File: src/hdl/ssd_pkg.sv
package ssd_pkg;
    // ************************************************************
    // Source counts and alarm groups
    // ************************************************************
    localparam int N_RELAY = 24;
    localparam int N_AUX = 5;
    localparam int N_INT = 10;
    localparam int N_SRC = N_RELAY + N_AUX + N_INT;
    localparam int SRC_AUX_BASE = N_RELAY;
    localparam int SRC_INT_BASE = N_RELAY + N_AUX;
    localparam int N_GRP = 3;
    localparam int GRP_W = 2;
    localparam int N_OUT = 8;
    localparam int SRC_IDX_W = 6;
    localparam logic [N_GRP-1:0] SF_LINK_RST = 3'h2;

    // ************************************************************
    // Diagnostic register map (index on the read port)
    // ************************************************************
    localparam int REG_W = 16;
    localparam int IDX_W = 2;
    localparam logic [IDX_W-1:0] IDX_RELAY_LO = 2'h0;
    localparam logic [IDX_W-1:0] IDX_RELAY_HI = 2'h1;
    localparam logic [IDX_W-1:0] IDX_SPARE = 2'h2;
    localparam logic [IDX_W-1:0] IDX_INTERNAL = 2'h3;
    localparam int LO_RSVD_W = 2;
    localparam int LO_RELAY_N = 8;
    localparam int RELAY9_SRC = 8;
    localparam int HI_RELAY_N = 15;
    localparam int HI_RELAY_SRC = 9;

    // ************************************************************
    // Events and timing
    // ************************************************************
    localparam logic [7:0] EV_TEMP_ON = 8'h38;
    localparam logic [7:0] EV_TEMP_OFF = 8'h39;
    localparam int CLK_PERIOD_NS = 4;
    localparam int WD_TIMEOUT_NS = 1000000;
    localparam int WD_RESTART_NS = 4000000;
    localparam int WD_PULSE_NS = 1000;
    localparam int WD_TIMEOUT_CYC = (WD_TIMEOUT_NS + CLK_PERIOD_NS - 1) / CLK_PERIOD_NS;
    localparam int WD_RESTART_CYC = (WD_RESTART_NS + CLK_PERIOD_NS - 1) / CLK_PERIOD_NS;
    localparam int WD_PULSE_CYC = (WD_PULSE_NS + CLK_PERIOD_NS - 1) / CLK_PERIOD_NS;

    typedef enum logic [1:0] {ST_BOOT, ST_RUN, ST_PERM} ssd_state_t;
    typedef enum logic [1:0] {WD_WATCH, WD_RESTART, WD_DEAD} ssd_wd_state_t;
endpackage : ssd_pkg

File: src/hdl/ssd_diag_regs.sv
module ssd_diag_regs (
    // Clock and reset
    input wire logic i_clk,
    input wire logic i_arst_n,
    // Fault capture
    input wire logic [ssd_pkg::N_SRC-1:0] i_set,
    input wire logic i_clear,
    output logic [ssd_pkg::N_SRC-1:0] o_flags,
    // Read port
    input wire logic i_rd,
    input wire logic [ssd_pkg::IDX_W-1:0] i_idx,
    output logic [ssd_pkg::REG_W-1:0] o_rdata,
    output logic o_rvalid
);
    import ssd_pkg::*;

    logic [N_SRC-1:0] flags_q;
    logic [REG_W-1:0] rdata_d;
    logic [REG_W-1:0] rdata_q;
    logic rvalid_q;

    // Sticky flags; a fault in the clearing cycle survives the clear
    always_ff @(posedge i_clk or negedge i_arst_n) begin
        if (!i_arst_n) begin
            flags_q <= '0;
        end else begin
            flags_q <= (i_clear ? '0 : flags_q) | i_set;
        end
    end

    // Read mux; reserved and unused bits are zero
    always_comb begin
        rdata_d = '0;
        case (i_idx)
            IDX_RELAY_LO: rdata_d = {flags_q[RELAY9_SRC], flags_q[SRC_AUX_BASE +: N_AUX],
                flags_q[LO_RELAY_N-1:0], {LO_RSVD_W{1'b0}}};
            IDX_RELAY_HI: rdata_d = {1'b0, flags_q[HI_RELAY_SRC +: HI_RELAY_N]};
            IDX_INTERNAL: rdata_d = {{(REG_W-N_INT){1'b0}},
                flags_q[SRC_INT_BASE +: N_INT]};
            default: rdata_d = '0;
        endcase
    end

    // Read data stands until the next read
    always_ff @(posedge i_clk or negedge i_arst_n) begin
        if (!i_arst_n) begin
            rdata_q <= '0;
            rvalid_q <= 1'b0;
        end else begin
            rvalid_q <= i_rd;
            if (i_rd) begin
                rdata_q <= rdata_d;
            end
        end
    end

    assign o_flags = flags_q;
    assign o_rdata = rdata_q;
    assign o_rvalid = rvalid_q;

    chk_flag_sticky: assert property (@(posedge i_clk) disable iff (!i_arst_n)
        (flags_q != '0 && !i_clear) |=> ((flags_q & $past(flags_q)) == $past(flags_q)))
        else $error("fault flag dropped without reset");
    chk_reserved_zero: assert property (@(posedge i_clk) disable iff (!i_arst_n)
        (i_rd && i_idx == IDX_RELAY_LO) |=> (rdata_q[LO_RSVD_W-1:0] == '0))
        else $error("reserved bits not zero");
endmodule : ssd_diag_regs

File: src/hdl/ssd_top.sv
// Notes on behaviour
// - Watchdog supervises controller and attempts restart
// - Failed restart flags a permanent internal fault
// - Permanent fault blocks all relays but self-supervision
// - Fail output energised only when supplied, operational
// - Sources map to three groups, groups link to output
// - Default: only group two drives fail output
// - Group signals routed per group via output matrix
// - Self-tests at boot, checking continues while running
// - Permanent state: drop output, lamp on, panel message
// - Temporary fault: matrix signal, on event, off event
// - Four sixteen-bit read-only diagnostic registers
// - Register one and two carry relay fault bits
// - Register four low bits: supply, bus, code, card, logic
// - Register four bits five to nine: arc, memory, supply
// - Events carry the faulting source code
module ssd_top #(
    parameter int WD_TIMEOUT = ssd_pkg::WD_TIMEOUT_CYC,
    parameter int WD_RESTART = ssd_pkg::WD_RESTART_CYC
) (
    // Clock and reset
    input wire logic i_clk,
    input wire logic i_arst_n,
    // Controller and boot test pins
    input wire logic i_heartbeat,
    input wire logic i_boot_done,
    input wire logic i_boot_pass,
    input wire logic i_aux_supply_ok,
    output logic o_ctrl_restart,
    // Fault source pins
    input wire logic [ssd_pkg::N_RELAY-1:0] i_relay_fault,
    input wire logic [ssd_pkg::N_AUX-1:0] i_aux_fault,
    input wire logic [ssd_pkg::N_INT-1:0] i_internal_fault,
    // Local panel
    input wire logic i_hmi_reset,
    output logic o_status_led,
    output logic o_panel_fault,
    // Configuration
    input wire logic i_cfg_load,
    input wire logic [ssd_pkg::N_SRC*ssd_pkg::GRP_W-1:0] i_cfg_group,
    input wire logic [ssd_pkg::N_GRP-1:0] i_cfg_sf_link,
    input wire logic [ssd_pkg::N_GRP*ssd_pkg::N_OUT-1:0] i_cfg_matrix,
    // Output contacts
    input wire logic [ssd_pkg::N_RELAY-1:0] i_relay_cmd,
    input wire logic [ssd_pkg::N_AUX-1:0] i_aux_cmd,
    output logic [ssd_pkg::N_RELAY-1:0] o_relay_drive,
    output logic [ssd_pkg::N_AUX-1:0] o_aux_drive,
    output logic o_fail_status,
    // Alarm groups and matrix
    output logic [ssd_pkg::N_GRP-1:0] o_group_active,
    output logic [ssd_pkg::N_OUT-1:0] o_matrix_out,
    output logic o_temp_fault,
    // Events
    output logic o_event_valid,
    output logic [7:0] o_event_code,
    output logic [ssd_pkg::SRC_IDX_W-1:0] o_event_src,
    // Remote diagnostic read port
    input wire logic i_reg_rd,
    input wire logic [ssd_pkg::IDX_W-1:0] i_reg_idx,
    output logic [ssd_pkg::REG_W-1:0] o_reg_rdata,
    output logic o_reg_rvalid
);
    import ssd_pkg::*;

    localparam int PIN_W = 4;

    // ************************************************************
    // Pin synchronisers
    // ************************************************************
    logic [N_SRC-1:0] src_meta_q;
    logic [N_SRC-1:0] src_q;
    logic [PIN_W-1:0] pin_meta_q;
    logic [PIN_W-1:0] pin_q;
    logic beat_prev_q;
    logic kick;
    logic boot_done;
    logic boot_pass;
    logic supply_ok;

    // Two flops on each fault source and controller, boot and supply pin before any logic looks at it
    always_ff @(posedge i_clk or negedge i_arst_n) begin
        if (!i_arst_n) begin
            src_meta_q <= '0;
            src_q <= '0;
            pin_meta_q <= '0;
            pin_q <= '0;
        end else begin
            src_meta_q <= {i_internal_fault, i_aux_fault, i_relay_fault};
            src_q <= src_meta_q;
            pin_meta_q <= {i_aux_supply_ok, i_boot_pass, i_boot_done, i_heartbeat};
            pin_q <= pin_meta_q;
        end
    end

    // Heartbeat edge is the controller's sign of life
    always_ff @(posedge i_clk or negedge i_arst_n) begin
        if (!i_arst_n) begin
            beat_prev_q <= 1'b0;
        end else begin
            beat_prev_q <= pin_q[0];
        end
    end

    assign kick = pin_q[0] ^ beat_prev_q;
    assign boot_done = pin_q[1];
    assign boot_pass = pin_q[2];
    assign supply_ok = pin_q[3];

    // ************************************************************
    // Configuration
    // ************************************************************
    logic [N_SRC*GRP_W-1:0] grp_map_q;
    logic [N_GRP-1:0] sf_link_q;
    logic [N_GRP*N_OUT-1:0] matrix_q;
    logic cfg_seen_q;

    // Settings load as one block so the mapping never tears
    always_ff @(posedge i_clk or negedge i_arst_n) begin
        if (!i_arst_n) begin
            grp_map_q <= '0;
            sf_link_q <= SF_LINK_RST;
            matrix_q <= '0;
            cfg_seen_q <= 1'b0;
        end else if (i_cfg_load) begin
            grp_map_q <= i_cfg_group;
            sf_link_q <= i_cfg_sf_link;
            matrix_q <= i_cfg_matrix;
            cfg_seen_q <= 1'b1;
        end
    end

    // ************************************************************
    // Diagnostic flags and registers
    // ************************************************************
    logic [N_SRC-1:0] flags;

    ssd_diag_regs u_regs (
        .i_clk(i_clk),
        .i_arst_n(i_arst_n),
        .i_set(src_q),
        .i_clear(i_hmi_reset),
        .o_flags(flags),
        .i_rd(i_reg_rd),
        .i_idx(i_reg_idx),
        .o_rdata(o_reg_rdata),
        .o_rvalid(o_reg_rvalid)
    );

    // ************************************************************
    // Group decode
    // ************************************************************
    logic [N_GRP-1:0][N_SRC-1:0] grp_mask;
    logic [N_SRC-1:0] src_mapped;
    logic [N_GRP-1:0] grp_d;

    // Each source belongs to at most one group, code zero is none
    genvar g;
    genvar s;
    generate
        for (g = 0; g < N_GRP; g++) begin : g_grp
            for (s = 0; s < N_SRC; s++) begin : g_src
                assign grp_mask[g][s] = (grp_map_q[s*GRP_W +: GRP_W] == GRP_W'(g + 1));
            end
            assign grp_d[g] = |(flags & grp_mask[g]);
        end
        for (s = 0; s < N_SRC; s++) begin : g_map
            assign src_mapped[s] = (grp_map_q[s*GRP_W +: GRP_W] != '0);
        end
    endgenerate

    // ************************************************************
    // Controller supervision and boot
    // ************************************************************
    ssd_state_t st_q;
    logic wd_perm;
    logic wd_restart;

    ssd_watchdog #(
        .TIMEOUT_CYC(WD_TIMEOUT),
        .RESTART_CYC(WD_RESTART),
        .PULSE_CYC(WD_PULSE_CYC)
    ) u_wd (
        .i_clk(i_clk),
        .i_arst_n(i_arst_n),
        .i_enable(st_q == ST_RUN),
        .i_kick(kick),
        .o_restart(wd_restart),
        .o_perm(wd_perm)
    );

    // Boot tests gate entry to running; permanent state is left only by reset
    always_ff @(posedge i_clk or negedge i_arst_n) begin
        if (!i_arst_n) begin
            st_q <= ST_BOOT;
        end else begin
            case (st_q)
                ST_BOOT: begin
                    if (boot_done) begin
                        st_q <= boot_pass ? ST_RUN : ST_PERM;
                    end
                end
                ST_RUN: begin
                    if (wd_perm) begin
                        st_q <= ST_PERM;
                    end
                end
                ST_PERM: st_q <= ST_PERM;
                default: st_q <= ST_BOOT;
            endcase
        end
    end

    // ************************************************************
    // Output contacts and indicators
    // ************************************************************
    logic perm;
    logic sf_hit;
    logic relay_block_q;
    logic [N_RELAY-1:0] relay_drive_q;
    logic [N_AUX-1:0] aux_drive_q;
    logic fail_q;
    logic led_q;
    logic panel_q;
    logic restart_q;

    assign perm = (st_q == ST_PERM);
    assign sf_hit = |(o_group_active & sf_link_q);

    // Contacts drop one cycle after the fault so no command slips through
    always_ff @(posedge i_clk or negedge i_arst_n) begin
        if (!i_arst_n) begin
            relay_drive_q <= '0;
            aux_drive_q <= '0;
            relay_block_q <= 1'b0;
        end else begin
            relay_block_q <= perm;
            relay_drive_q <= perm ? '0 : i_relay_cmd;
            aux_drive_q <= perm ? '0 : i_aux_cmd;
        end
    end

    // Working-current output: any doubt leaves it de-energised
    always_ff @(posedge i_clk or negedge i_arst_n) begin
        if (!i_arst_n) begin
            fail_q <= 1'b0;
        end else begin
            fail_q <= supply_ok && (st_q == ST_RUN) && !sf_hit;
        end
    end

    // Lamp and panel message latch with the permanent state
    always_ff @(posedge i_clk or negedge i_arst_n) begin
        if (!i_arst_n) begin
            led_q <= 1'b0;
            panel_q <= 1'b0;
            restart_q <= 1'b0;
        end else begin
            led_q <= perm;
            panel_q <= perm;
            restart_q <= wd_restart;
        end
    end

    assign o_relay_drive = relay_drive_q;
    assign o_aux_drive = aux_drive_q;
    assign o_fail_status = fail_q;
    assign o_status_led = led_q;
    assign o_panel_fault = panel_q;
    assign o_ctrl_restart = restart_q;

    // ************************************************************
    // Group signals and output matrix
    // ************************************************************
    logic [N_GRP-1:0] grp_q;
    logic [N_OUT-1:0] mat_q;

    // Group signals hold until the panel reset clears the flags
    always_ff @(posedge i_clk or negedge i_arst_n) begin
        if (!i_arst_n) begin
            grp_q <= '0;
        end else begin
            grp_q <= grp_d;
        end
    end

    genvar o;
    generate
        for (o = 0; o < N_OUT; o++) begin : g_out
            always_ff @(posedge i_clk or negedge i_arst_n) begin
                if (!i_arst_n) begin
                    mat_q[o] <= 1'b0;
                end else begin
                    mat_q[o] <= |(grp_q & {matrix_q[2*N_OUT+o], matrix_q[N_OUT+o],
                        matrix_q[o]});
                end
            end
        end
    endgenerate

    assign o_group_active = grp_q;
    assign o_matrix_out = mat_q;

    // ************************************************************
    // Temporary fault events
    // ************************************************************
    logic temp_q;
    logic temp_prev_q;
    logic ev_valid_q;
    logic [7:0] ev_code_q;
    logic [SRC_IDX_W-1:0] ev_src_q;

    // Lowest active source names the event
    function automatic logic [SRC_IDX_W-1:0] ssd_first(input logic [N_SRC-1:0] v);
        logic [SRC_IDX_W-1:0] r;
        r = '0;
        for (int i = N_SRC - 1; i >= 0; i--) begin
            if (v[i]) begin
                r = SRC_IDX_W'(i);
            end
        end
        return r;
    endfunction : ssd_first

    // Live condition, not the latch, so the off event can follow
    always_ff @(posedge i_clk or negedge i_arst_n) begin
        if (!i_arst_n) begin
            temp_q <= 1'b0;
            temp_prev_q <= 1'b0;
        end else begin
            temp_q <= |(src_q & src_mapped);
            temp_prev_q <= temp_q;
        end
    end

    // The off event keeps the source code of the matching on event
    always_ff @(posedge i_clk or negedge i_arst_n) begin
        if (!i_arst_n) begin
            ev_valid_q <= 1'b0;
            ev_code_q <= '0;
            ev_src_q <= '0;
        end else begin
            ev_valid_q <= temp_q ^ temp_prev_q;
            if (temp_q && !temp_prev_q) begin
                ev_code_q <= EV_TEMP_ON;
                ev_src_q <= ssd_first(src_q & src_mapped);
            end else if (!temp_q && temp_prev_q) begin
                ev_code_q <= EV_TEMP_OFF;
            end
        end
    end

    assign o_temp_fault = temp_q;
    assign o_event_valid = ev_valid_q;
    assign o_event_code = ev_code_q;
    assign o_event_src = ev_src_q;

    // ************************************************************
    // Checks
    // ************************************************************
    chk_perm_blocks: assert property (@(posedge i_clk) disable iff (!i_arst_n)
        perm |=> (o_relay_drive == '0 && o_aux_drive == '0))
        else $error("relay driven in permanent fault");
    chk_perm_signals: assert property (@(posedge i_clk) disable iff (!i_arst_n)
        perm |=> (!o_fail_status && o_status_led && o_panel_fault))
        else $error("permanent state not shown");
    chk_supply_loss: assert property (@(posedge i_clk) disable iff (!i_arst_n)
        !supply_ok |=> !o_fail_status)
        else $error("fail output held without supply");
    chk_boot_hold: assert property (@(posedge i_clk) disable iff (!i_arst_n)
        (st_q == ST_BOOT && !boot_done) |=> ((st_q == ST_BOOT) ##0 !o_fail_status [*2]))
        else $error("left boot before self-test");
    chk_sf_default: assert property (@(posedge i_clk) disable iff (!i_arst_n)
        !cfg_seen_q |-> (sf_link_q == SF_LINK_RST))
        else $error("default group link lost");
    chk_group_drop: assert property (@(posedge i_clk) disable iff (!i_arst_n)
        (st_q == ST_RUN && supply_ok && (grp_q & sf_link_q) != '0) |=> !o_fail_status)
        else $error("linked group did not drop output");
    chk_matrix_route: assert property (@(posedge i_clk) disable iff (!i_arst_n)
        (grp_q[0] && matrix_q[0]) |=> o_matrix_out[0])
        else $error("group signal not routed");
    chk_event_on: assert property (@(posedge i_clk) disable iff (!i_arst_n)
        $rose(temp_q) |=> (o_event_valid && o_event_code == EV_TEMP_ON)
        ##1 (!o_event_valid || o_event_code == EV_TEMP_OFF))
        else $error("missing on event");
    chk_event_off: assert property (@(posedge i_clk) disable iff (!i_arst_n)
        $fell(temp_q) |=> (o_event_valid && o_event_code == EV_TEMP_OFF))
        else $error("missing off event");
    chk_wd_to_perm: assert property (@(posedge i_clk) disable iff (!i_arst_n)
        (st_q == ST_RUN && wd_perm) |=> perm ##1 !o_fail_status)
        else $error("watchdog fault not permanent");

    cov_event_on: cover property (@(posedge i_clk) disable iff (!i_arst_n)
        o_event_valid && o_event_code == EV_TEMP_ON);
    cov_event_off: cover property (@(posedge i_clk) disable iff (!i_arst_n)
        o_event_valid && o_event_code == EV_TEMP_OFF);
    cov_restart: cover property (@(posedge i_clk) disable iff (!i_arst_n)
        o_ctrl_restart ##[1:1000] (st_q == ST_RUN && kick));
    cov_perm: cover property (@(posedge i_clk) disable iff (!i_arst_n) $rose(perm));
endmodule : ssd_top

File: src/hdl/ssd_watchdog.sv
module ssd_watchdog #(
    parameter int TIMEOUT_CYC = 1000,
    parameter int RESTART_CYC = 4000,
    parameter int PULSE_CYC = 250
) (
    // Clock and reset
    input wire logic i_clk,
    input wire logic i_arst_n,
    // Controller supervision
    input wire logic i_enable,
    input wire logic i_kick,
    output logic o_restart,
    output logic o_perm
);
    import ssd_pkg::*;

    ssd_wd_state_t st_q;
    logic [31:0] cnt_q;

    // ************************************************************
    // Watch, restart, give up
    // ************************************************************
    always_ff @(posedge i_clk or negedge i_arst_n) begin
        if (!i_arst_n) begin
            st_q <= WD_WATCH;
            cnt_q <= 32'h0;
        end else begin
            case (st_q)
                WD_WATCH: begin
                    if (!i_enable || i_kick) begin
                        cnt_q <= 32'h0;
                    end else if (cnt_q == 32'(TIMEOUT_CYC - 1)) begin
                        st_q <= WD_RESTART;
                        cnt_q <= 32'h0;
                    end else begin
                        cnt_q <= cnt_q + 32'h1;
                    end
                end
                WD_RESTART: begin
                    if (i_kick) begin
                        st_q <= WD_WATCH;
                        cnt_q <= 32'h0;
                    end else if (cnt_q == 32'(RESTART_CYC - 1)) begin
                        st_q <= WD_DEAD;
                    end else begin
                        cnt_q <= cnt_q + 32'h1;
                    end
                end
                WD_DEAD: st_q <= WD_DEAD;
                default: st_q <= WD_WATCH;
            endcase
        end
    end

    // Restart pulse opens the window; the controller must then kick again
    assign o_restart = (st_q == WD_RESTART) && (cnt_q < 32'(PULSE_CYC));
    assign o_perm = (st_q == WD_DEAD);

    chk_wd_gives_up: assert property (@(posedge i_clk) disable iff (!i_arst_n)
        (st_q == WD_RESTART && cnt_q == 32'(RESTART_CYC - 1) && !i_kick) |=> o_perm [*2])
        else $error("watchdog did not flag permanent fault");
    chk_wd_restarts: assert property (@(posedge i_clk) disable iff (!i_arst_n)
        (st_q == WD_WATCH && i_enable && !i_kick && cnt_q == 32'(TIMEOUT_CYC - 1))
        |=> o_restart)
        else $error("watchdog timeout without restart");
endmodule : ssd_watchdog

File: config.mk
export PLATFORM = sky130hd
export DESIGN_NAME = ssd_top
export DESIGN_NICKNAME = d
export VERILOG_FILES = /design/src/hdl/ssd_pkg.sv /design/src/hdl/ssd_diag_regs.sv /design/src/hdl/ssd_top.sv /design/src/hdl/ssd_watchdog.sv
export SDC_FILE = /design/constraint.sdc
export NUM_CORES = 1
export LEC_CHECK = 0
export BUFFER_PORTS_ARGS = -buffer_cell sky130_fd_sc_hd__buf_4
export CELL_PAD_IN_SITES_DETAIL_PLACEMENT = 1
export CELL_PAD_IN_SITES_GLOBAL_PLACEMENT = 1
export CORE_ASPECT_RATIO = 1.75
export CORE_UTILIZATION = 44
export DETAILED_ROUTE_END_ITERATION = 8
export PLACE_DENSITY_LB_ADDON = 0.1
export SYNTH_ARGS = -nofsm -noshare
export SYNTH_HDL_FRONTEND = slang
export SYNTH_SLANG_ARGS = --single-unit
File: constraint.sdc
create_clock -name i_clk -period 2.3 [get_ports i_clk]
set_input_delay 0.345 -clock i_clk [delete_from_list [all_inputs] [get_ports i_clk]]
set_output_delay 0.345 -clock i_clk [all_outputs]
set_load 0.01 [all_outputs]
; ---- After elaboration in Yosys (flattened, before gate mapping)
; Index checks and enable logic that the tools add are counted.
[classes]
add_sub_neg = 1
n_lt_le_gt_ge = 1
n_eq_ne = 131
n_mux = 59
n_bitwise = 16
reduce_logical = 70
[op_table]
columns = op, n
row1 = 6-bit 2-to-1 mux, 39
row2 = 2-bit equality test (second input constant), 81
row3 = 39-bit bitwise AND, 4
row4 = 39-bit OR reduction, 4
row5 = 32-bit 2-to-1 mux, 4
row6 = 2-bit by 1-bit equality test with 1-bit output (second input constant), 42
row7 = 2-bit nonzero test, 41
row8 = 32-bit case mux with 2 select lines, 1
row9 = 16-bit case mux with 3 select lines, 1
row10 = 39-bit 2-to-1 mux, 1
row11 = 39-bit OR, 1
row12 = 32-bit by 1-bit adder with 32-bit output (second input constant), 1
row13 = 32-bit by 18-bit equality test with 1-bit output (second input constant), 1
row14 = 32-bit by 20-bit equality test with 1-bit output (second input constant), 1
row15 = 32-bit by 8-bit less-than comparator with 1-bit output (second input constant), 1
row16 = 3-bit bitwise AND, 9
row17 = 3-bit OR reduction, 9
row18 = 24-bit 2-to-1 mux, 1
row19 = 8-bit 2-to-1 mux, 2
row20 = 2-bit 2-to-1 mux, 7
row21 = 2-bit case mux with 3 select lines, 2
row22 = 2-bit zero test, 3
row23 = 2-bit != test (second input constant), 3
row24 = 1-bit logical AND, 5
row25 = other kinds (9), 14
[word_totals]
ff_bits = 344
input_bits = 184
word_cells = 311

; ---- Depth between registers and ports, before layout
[logic_depth]
ltp_word = 41
mapped_depth = 8

; ---- Cells and area by module
; A second synthesis with hierarchy kept.
[unflattened]
hier_cells = 1204
area_unflattened_um2 = 14152.3
[modules_own_cells]
columns = mod, n_inst, cells_each, area_each_um2, seq_area_each_um2
row1 = ssd_top, 1, 767, 9698.1, 6207.2
row2 = ssd_watchdog, 1, 271, 2250.9, 850.8
row3 = ssd_diag_regs, 1, 166, 2203.4, 1401.3

; ---- Least setup slack after synthesis
; No wires, ideal clock.
[synth_path]
path_kind = reg-to-reg
startpoint = register u_wd.cnt_q[21]
endpoint = register u_wd.st_q[0]
setup_time_ns = 0.120
arrival_time_ns = 1.900
required_time_ns = 2.180
slack_ns = 0.280
stages_incl_launch_ff = 7
n_path_buf = 0
period_less_slack_ns = 2.020
path_cell_list = dfrtp_1 > nor4_4 > nand4_4 > or3_1 > or4_4 > nand2_1 > a21oi_1
[synth_between]
elab_chain_cells = 3
elab_cells_between_ends = 5
classes_between = eq/ne: 4 / reduce/logical: 1
[synth_lines]
columns = item, line_no
row1 = start: declaration, ssd_watchdog.sv:18  ; logic [31:0] cnt_q;
row2 = start signal: assignment, ssd_watchdog.sv:36  ; cnt_q <= cnt_q + 32'h1;
row3 = start signal: assignment, ssd_watchdog.sv:46  ; cnt_q <= cnt_q + 32'h1;
row4 = 32-bit by 20-bit equality test with 1-bit output / 32-bit by 18-bit equality test with 1-bit output (equally long branches), "ssd_watchdog.sv:43, ssd_watchdog.sv:32"
row5 = 3-bit by 1-bit != test with 1-bit output (no source line) / 2-bit by 1-bit != test with 1-bit output (equally long branches), -
row6 = 3-bit AND reduction (no source line) (*), -
row7 = end signal: assignment, ssd_watchdog.sv:41  ; st_q <= WD_WATCH;
row8 = end signal: assignment, ssd_watchdog.sv:44  ; st_q <= WD_DEAD;
row9 = end signal: assignment, ssd_watchdog.sv:49  ; WD_DEAD: st_q <= WD_DEAD;
row10 = end: declaration, ssd_watchdog.sv:17  ; ssd_wd_state_t st_q;
; Mark *: on every way between the ends. The rest lies on a longest branch, timed or not.
; A chain may end at the register's enable or synchronous reset.

; ---- Worst setup path after layout
[layout_path]
startpoint = register u_wd.cnt_q[20]
endpoint = register u_wd.st_q[0]
; The elaborated chain is that of the path after synthesis.

==> results.py <==
metrics = {
    "synthesis": {
        "postSynth.asyncResetShare_pct": 100.0,
        "syn_avg_cell_area_um2": 11.96,
        "synth_cells": 1152,
        "syn_area_um2": 13780,
        "ys_types": 65,
        "ys_seq_area_share_pct": 61.38,
        "yosys_warnings": 0,
        "ys_ff_latch": 338,
        "synth_edf_count": 0,
        "synth_flop_cell": "dfrtp_1",
    },
    "power_and_ir_drop": {
        "ir_drop_v": 0.0008142,
        "p_per_area_nw_per_um2": 796.4,
        "power_uw": 15160,
        "leakage_uw": 0.008560,
    },
    "sta": {
        "tightest_slew_ns": 0.7858,
        "max_freq_mhz": 460.2,
        "tns_ns": 0,
        "setup_slack_ns": 0.1271,
        "fin_crit_sh_pct": 94.47,
        "final_hold_viol_count": 0,
        "maxSlewHeadroom_pct": 47.06,
        "period_needed_ns": 2.173,
        "setup_viol": 0,
        "slew_violations": 0,
        "skew_ns": 0.01642,
    },
    "hold_path": {
        "hold_depth": 2,
        "min_to": "grp_map_q[15]",
        "holdCritPathClass": "input pin to register",
        "worstHoldStart": "i_cfg_group[15]",
    },
    "critical_path": {
        "crit_required_ns": 2.77,
        "rr_worst_depth": 6,
        "startpoint_type": "register",
        "cp-end-kind": "register",
        "reg2reg_slack_ns": 0.13,
        "r2r-start": "u_wd.cnt_q[20]",
        "worstPathMaxFanout": 5,
        "crit_type": "register to register",
        "r2r-end": "u_wd.st_q[0]",
        "arrival_ns": 2.64,
    },
    "floorplan": {
        "design.core.area_um2": 30840,
        "die_height_um": 236.1,
        "die_x_um": 135.8,
        "io_pins": 261,
        "die-area_um2": 32060,
        "num_rows": 85,
        "start_util_pct": 44.69,
    },
    "place": {
        "dpl.hpwl_um": 34580,
        "place_congestion": 0.9460,
        "portBuffers": 256,
        "place_ws_ns": 0.1066,
    },
    "global_routing": {
        "grtUsageTotal_pct": 32.84,
        "grt.overflow.total": 0,
        "grt_start_max_net_pins": 106,
        "grt_pass1_vias": 12880,
        "grt_first_pass_wirelength_um": 77140,
        "grt_antenna_before_repair": 1,
    },
    "layout": {
        "layout-drive-gt1-share_pct": 31.45,
        "finalNetCount": 1799,
        "syn_to_final_growth_pct": 38.15,
    },
    "detailed_routing": {
        "wl_per_cell_um": 25.19,
        "vias_per_cell": 5.604,
        "finalWirelength_um": 50890,
        "first_pass_iters": 5,
        "drc": 0,
        "via_count": 11321,
        "initialDrtViolationCount": 620,
        "ant_nets": 0,
    },
    "clocking": {
        "clkLatencyLatePin_ns": 0.59,
        "cts-root-buf": "clkbuf_16",
        "cts_tree": "yes",
        "cts_buffer_depth": 3,
        "cts_max_level": 1,
        "numCtsBuffers": 31,
        "clkTransAtPathRegs_ns": 0.06,
        "clock_sinks": 338,
    },
    "outcome": {
        "status": "completed",
    },
    "run": {
        "maxCapViolations": 0,
    },
}
## flip-flops by register name, indices dropped and copies added, names as in the netlist, 2 cells and up
register	count
o_event_src	6
grp_map_q	78
o_group_active	3
o_matrix_out	8
src_q	39
o_aux_drive	5
matrix_q	24
u_wd.st_q	2
pin_meta_q	4
sf_link_q	3
u_regs.o_flags	39
pin_q	4
u_regs.o_rdata	16
o_relay_drive	24
src_meta_q	39
st_q	2
o_event_code	2
u_wd.cnt_q	32
## power by group
group | switching, uW | internal, uW | total, uW
combinational | 1390 | 1310 | 2710
clock | 2350 | 3130 | 5480
sequential | 474 | 6500 | 6980
## worst max-delay path by stage
stage / startpoint / endpoint / depth (start not counted)
2_1_floorplan: u_wd.cnt_q[21] / u_wd.st_q[0] / 6
3_3_place_gp: u_wd.cnt_q[20] / u_wd.st_q[0] / 6
3_5_place_dp: u_wd.cnt_q[0] / u_wd.cnt_q[0] / 7
4_1_cts: u_wd.cnt_q[0] / u_wd.cnt_q[0] / 7
5_1_grt: u_wd.cnt_q[1] / u_wd.cnt_q[18] / 8
6_report: u_wd.cnt_q[20] / u_wd.st_q[0] / 6
## routing by layer
metal  vias to the layer above  global-route usage [%]  wire, um
met3                       146                   4.384      2260
met5                         -                       0         0
met1                      5785                   33.82     16880
met4                         0                   18.76      3157
met2                       377                   61.84     28590
li1                       5013                       -         -
## layout make-up
type | count | area, um^2
inverter | 37 | 138.9
tap | 391 | 489.2
fill | 3156 | 11800
timing repair buffer | 463 | 3881
clock buffer | 40 | 879.6
multi-input combinational | 738 | 5010
antenna | 1 | 2.502
clock inverter | 12 | 178.9
sequential | 338 | 8459
## logic make-up after synthesis
kind of cell / share of synthesized area, %
adders and majority gates: 0.5447
AOI/OAI and AO/OA: 10.81
other: 0.02721
muxes: 9.741
DFF: 61.38
buffers and inverters: 2.397
xor gates and xnor gates: 1.207
and+or+nand+nor: 13.89
## critical path, stage by stage (launching register included)
cell and delay [ns]:
dfrtp_1 0.44, nor4_4 0.37, nand4_4 0.19, or3_1 0.37, or4_4 0.55, nand2_1 0.09, a21oi_1 0.05
## cell usage after synthesis (9+ instances only)
cell      instances  share of area [%]
o21ai_1           9               0.33
and3_1           12               0.54
xnor2_1          13               0.83
mux2_2          113                9.2
a21o_1           40                2.2
inv_1            37                1.0
nand3b_1         20                1.1
nor2_1           57                1.6
nand3_1          42                1.5
dfrtp_1         337                 61
clkbuf_1         24               0.65
a31oi_1          12               0.54
nand4_1          25                1.1
nand2_1         106                2.9
a21oi_1          32                1.2
o22ai_1          29                1.3
nor2b_1          32                1.5
o21ai_0          65                2.4
nor3_1           10               0.36
nor4_1           13               0.59
## cells in the final DEF, fill, tap and decap left out, types with 8 or more instances in the layout
cell,n
a21o_1,40
a21oi_1,32
a222oi_1,8
a22oi_1,8
a31oi_1,12
and3_1,11
buf_4,323
clkbuf_16,31
dfrtp_1,337
dlygate4sd3_1,134
inv_1,37
mux2_2,113
nand2_1,106
nand3_1,42
nand3b_1,20
nand4_1,25
nor2_1,57
nor2b_1,32
nor3_1,10
nor4_1,13
o21ai_0,65
o21ai_1,9
o22ai_1,29
xnor2_1,13
## timing repair
action | in CTS | in global routing
gates resized for setup | 0 | 3
buffers inserted | 0 | 6
setup endpoints to repair | 0 | 9
endpoints found under the hold margin | 190 | 0
hold buffers | 134 | 0
## per-stage QoR
step	hold slack [ns]	instance area, um^2	util [%]	instances
after floorplan	0.04941	13790	-	1155
after global placement	0.3325	16590	53.78	1827
after detailed placement	0.3363	16590	53.78	1827
after CTS	0.0002673	18990	61.56	2013
after global routing	0.003651	19040	61.73	2020
final	0.01013	19040	61.73	2020
(Power assumes the default switching activity.)
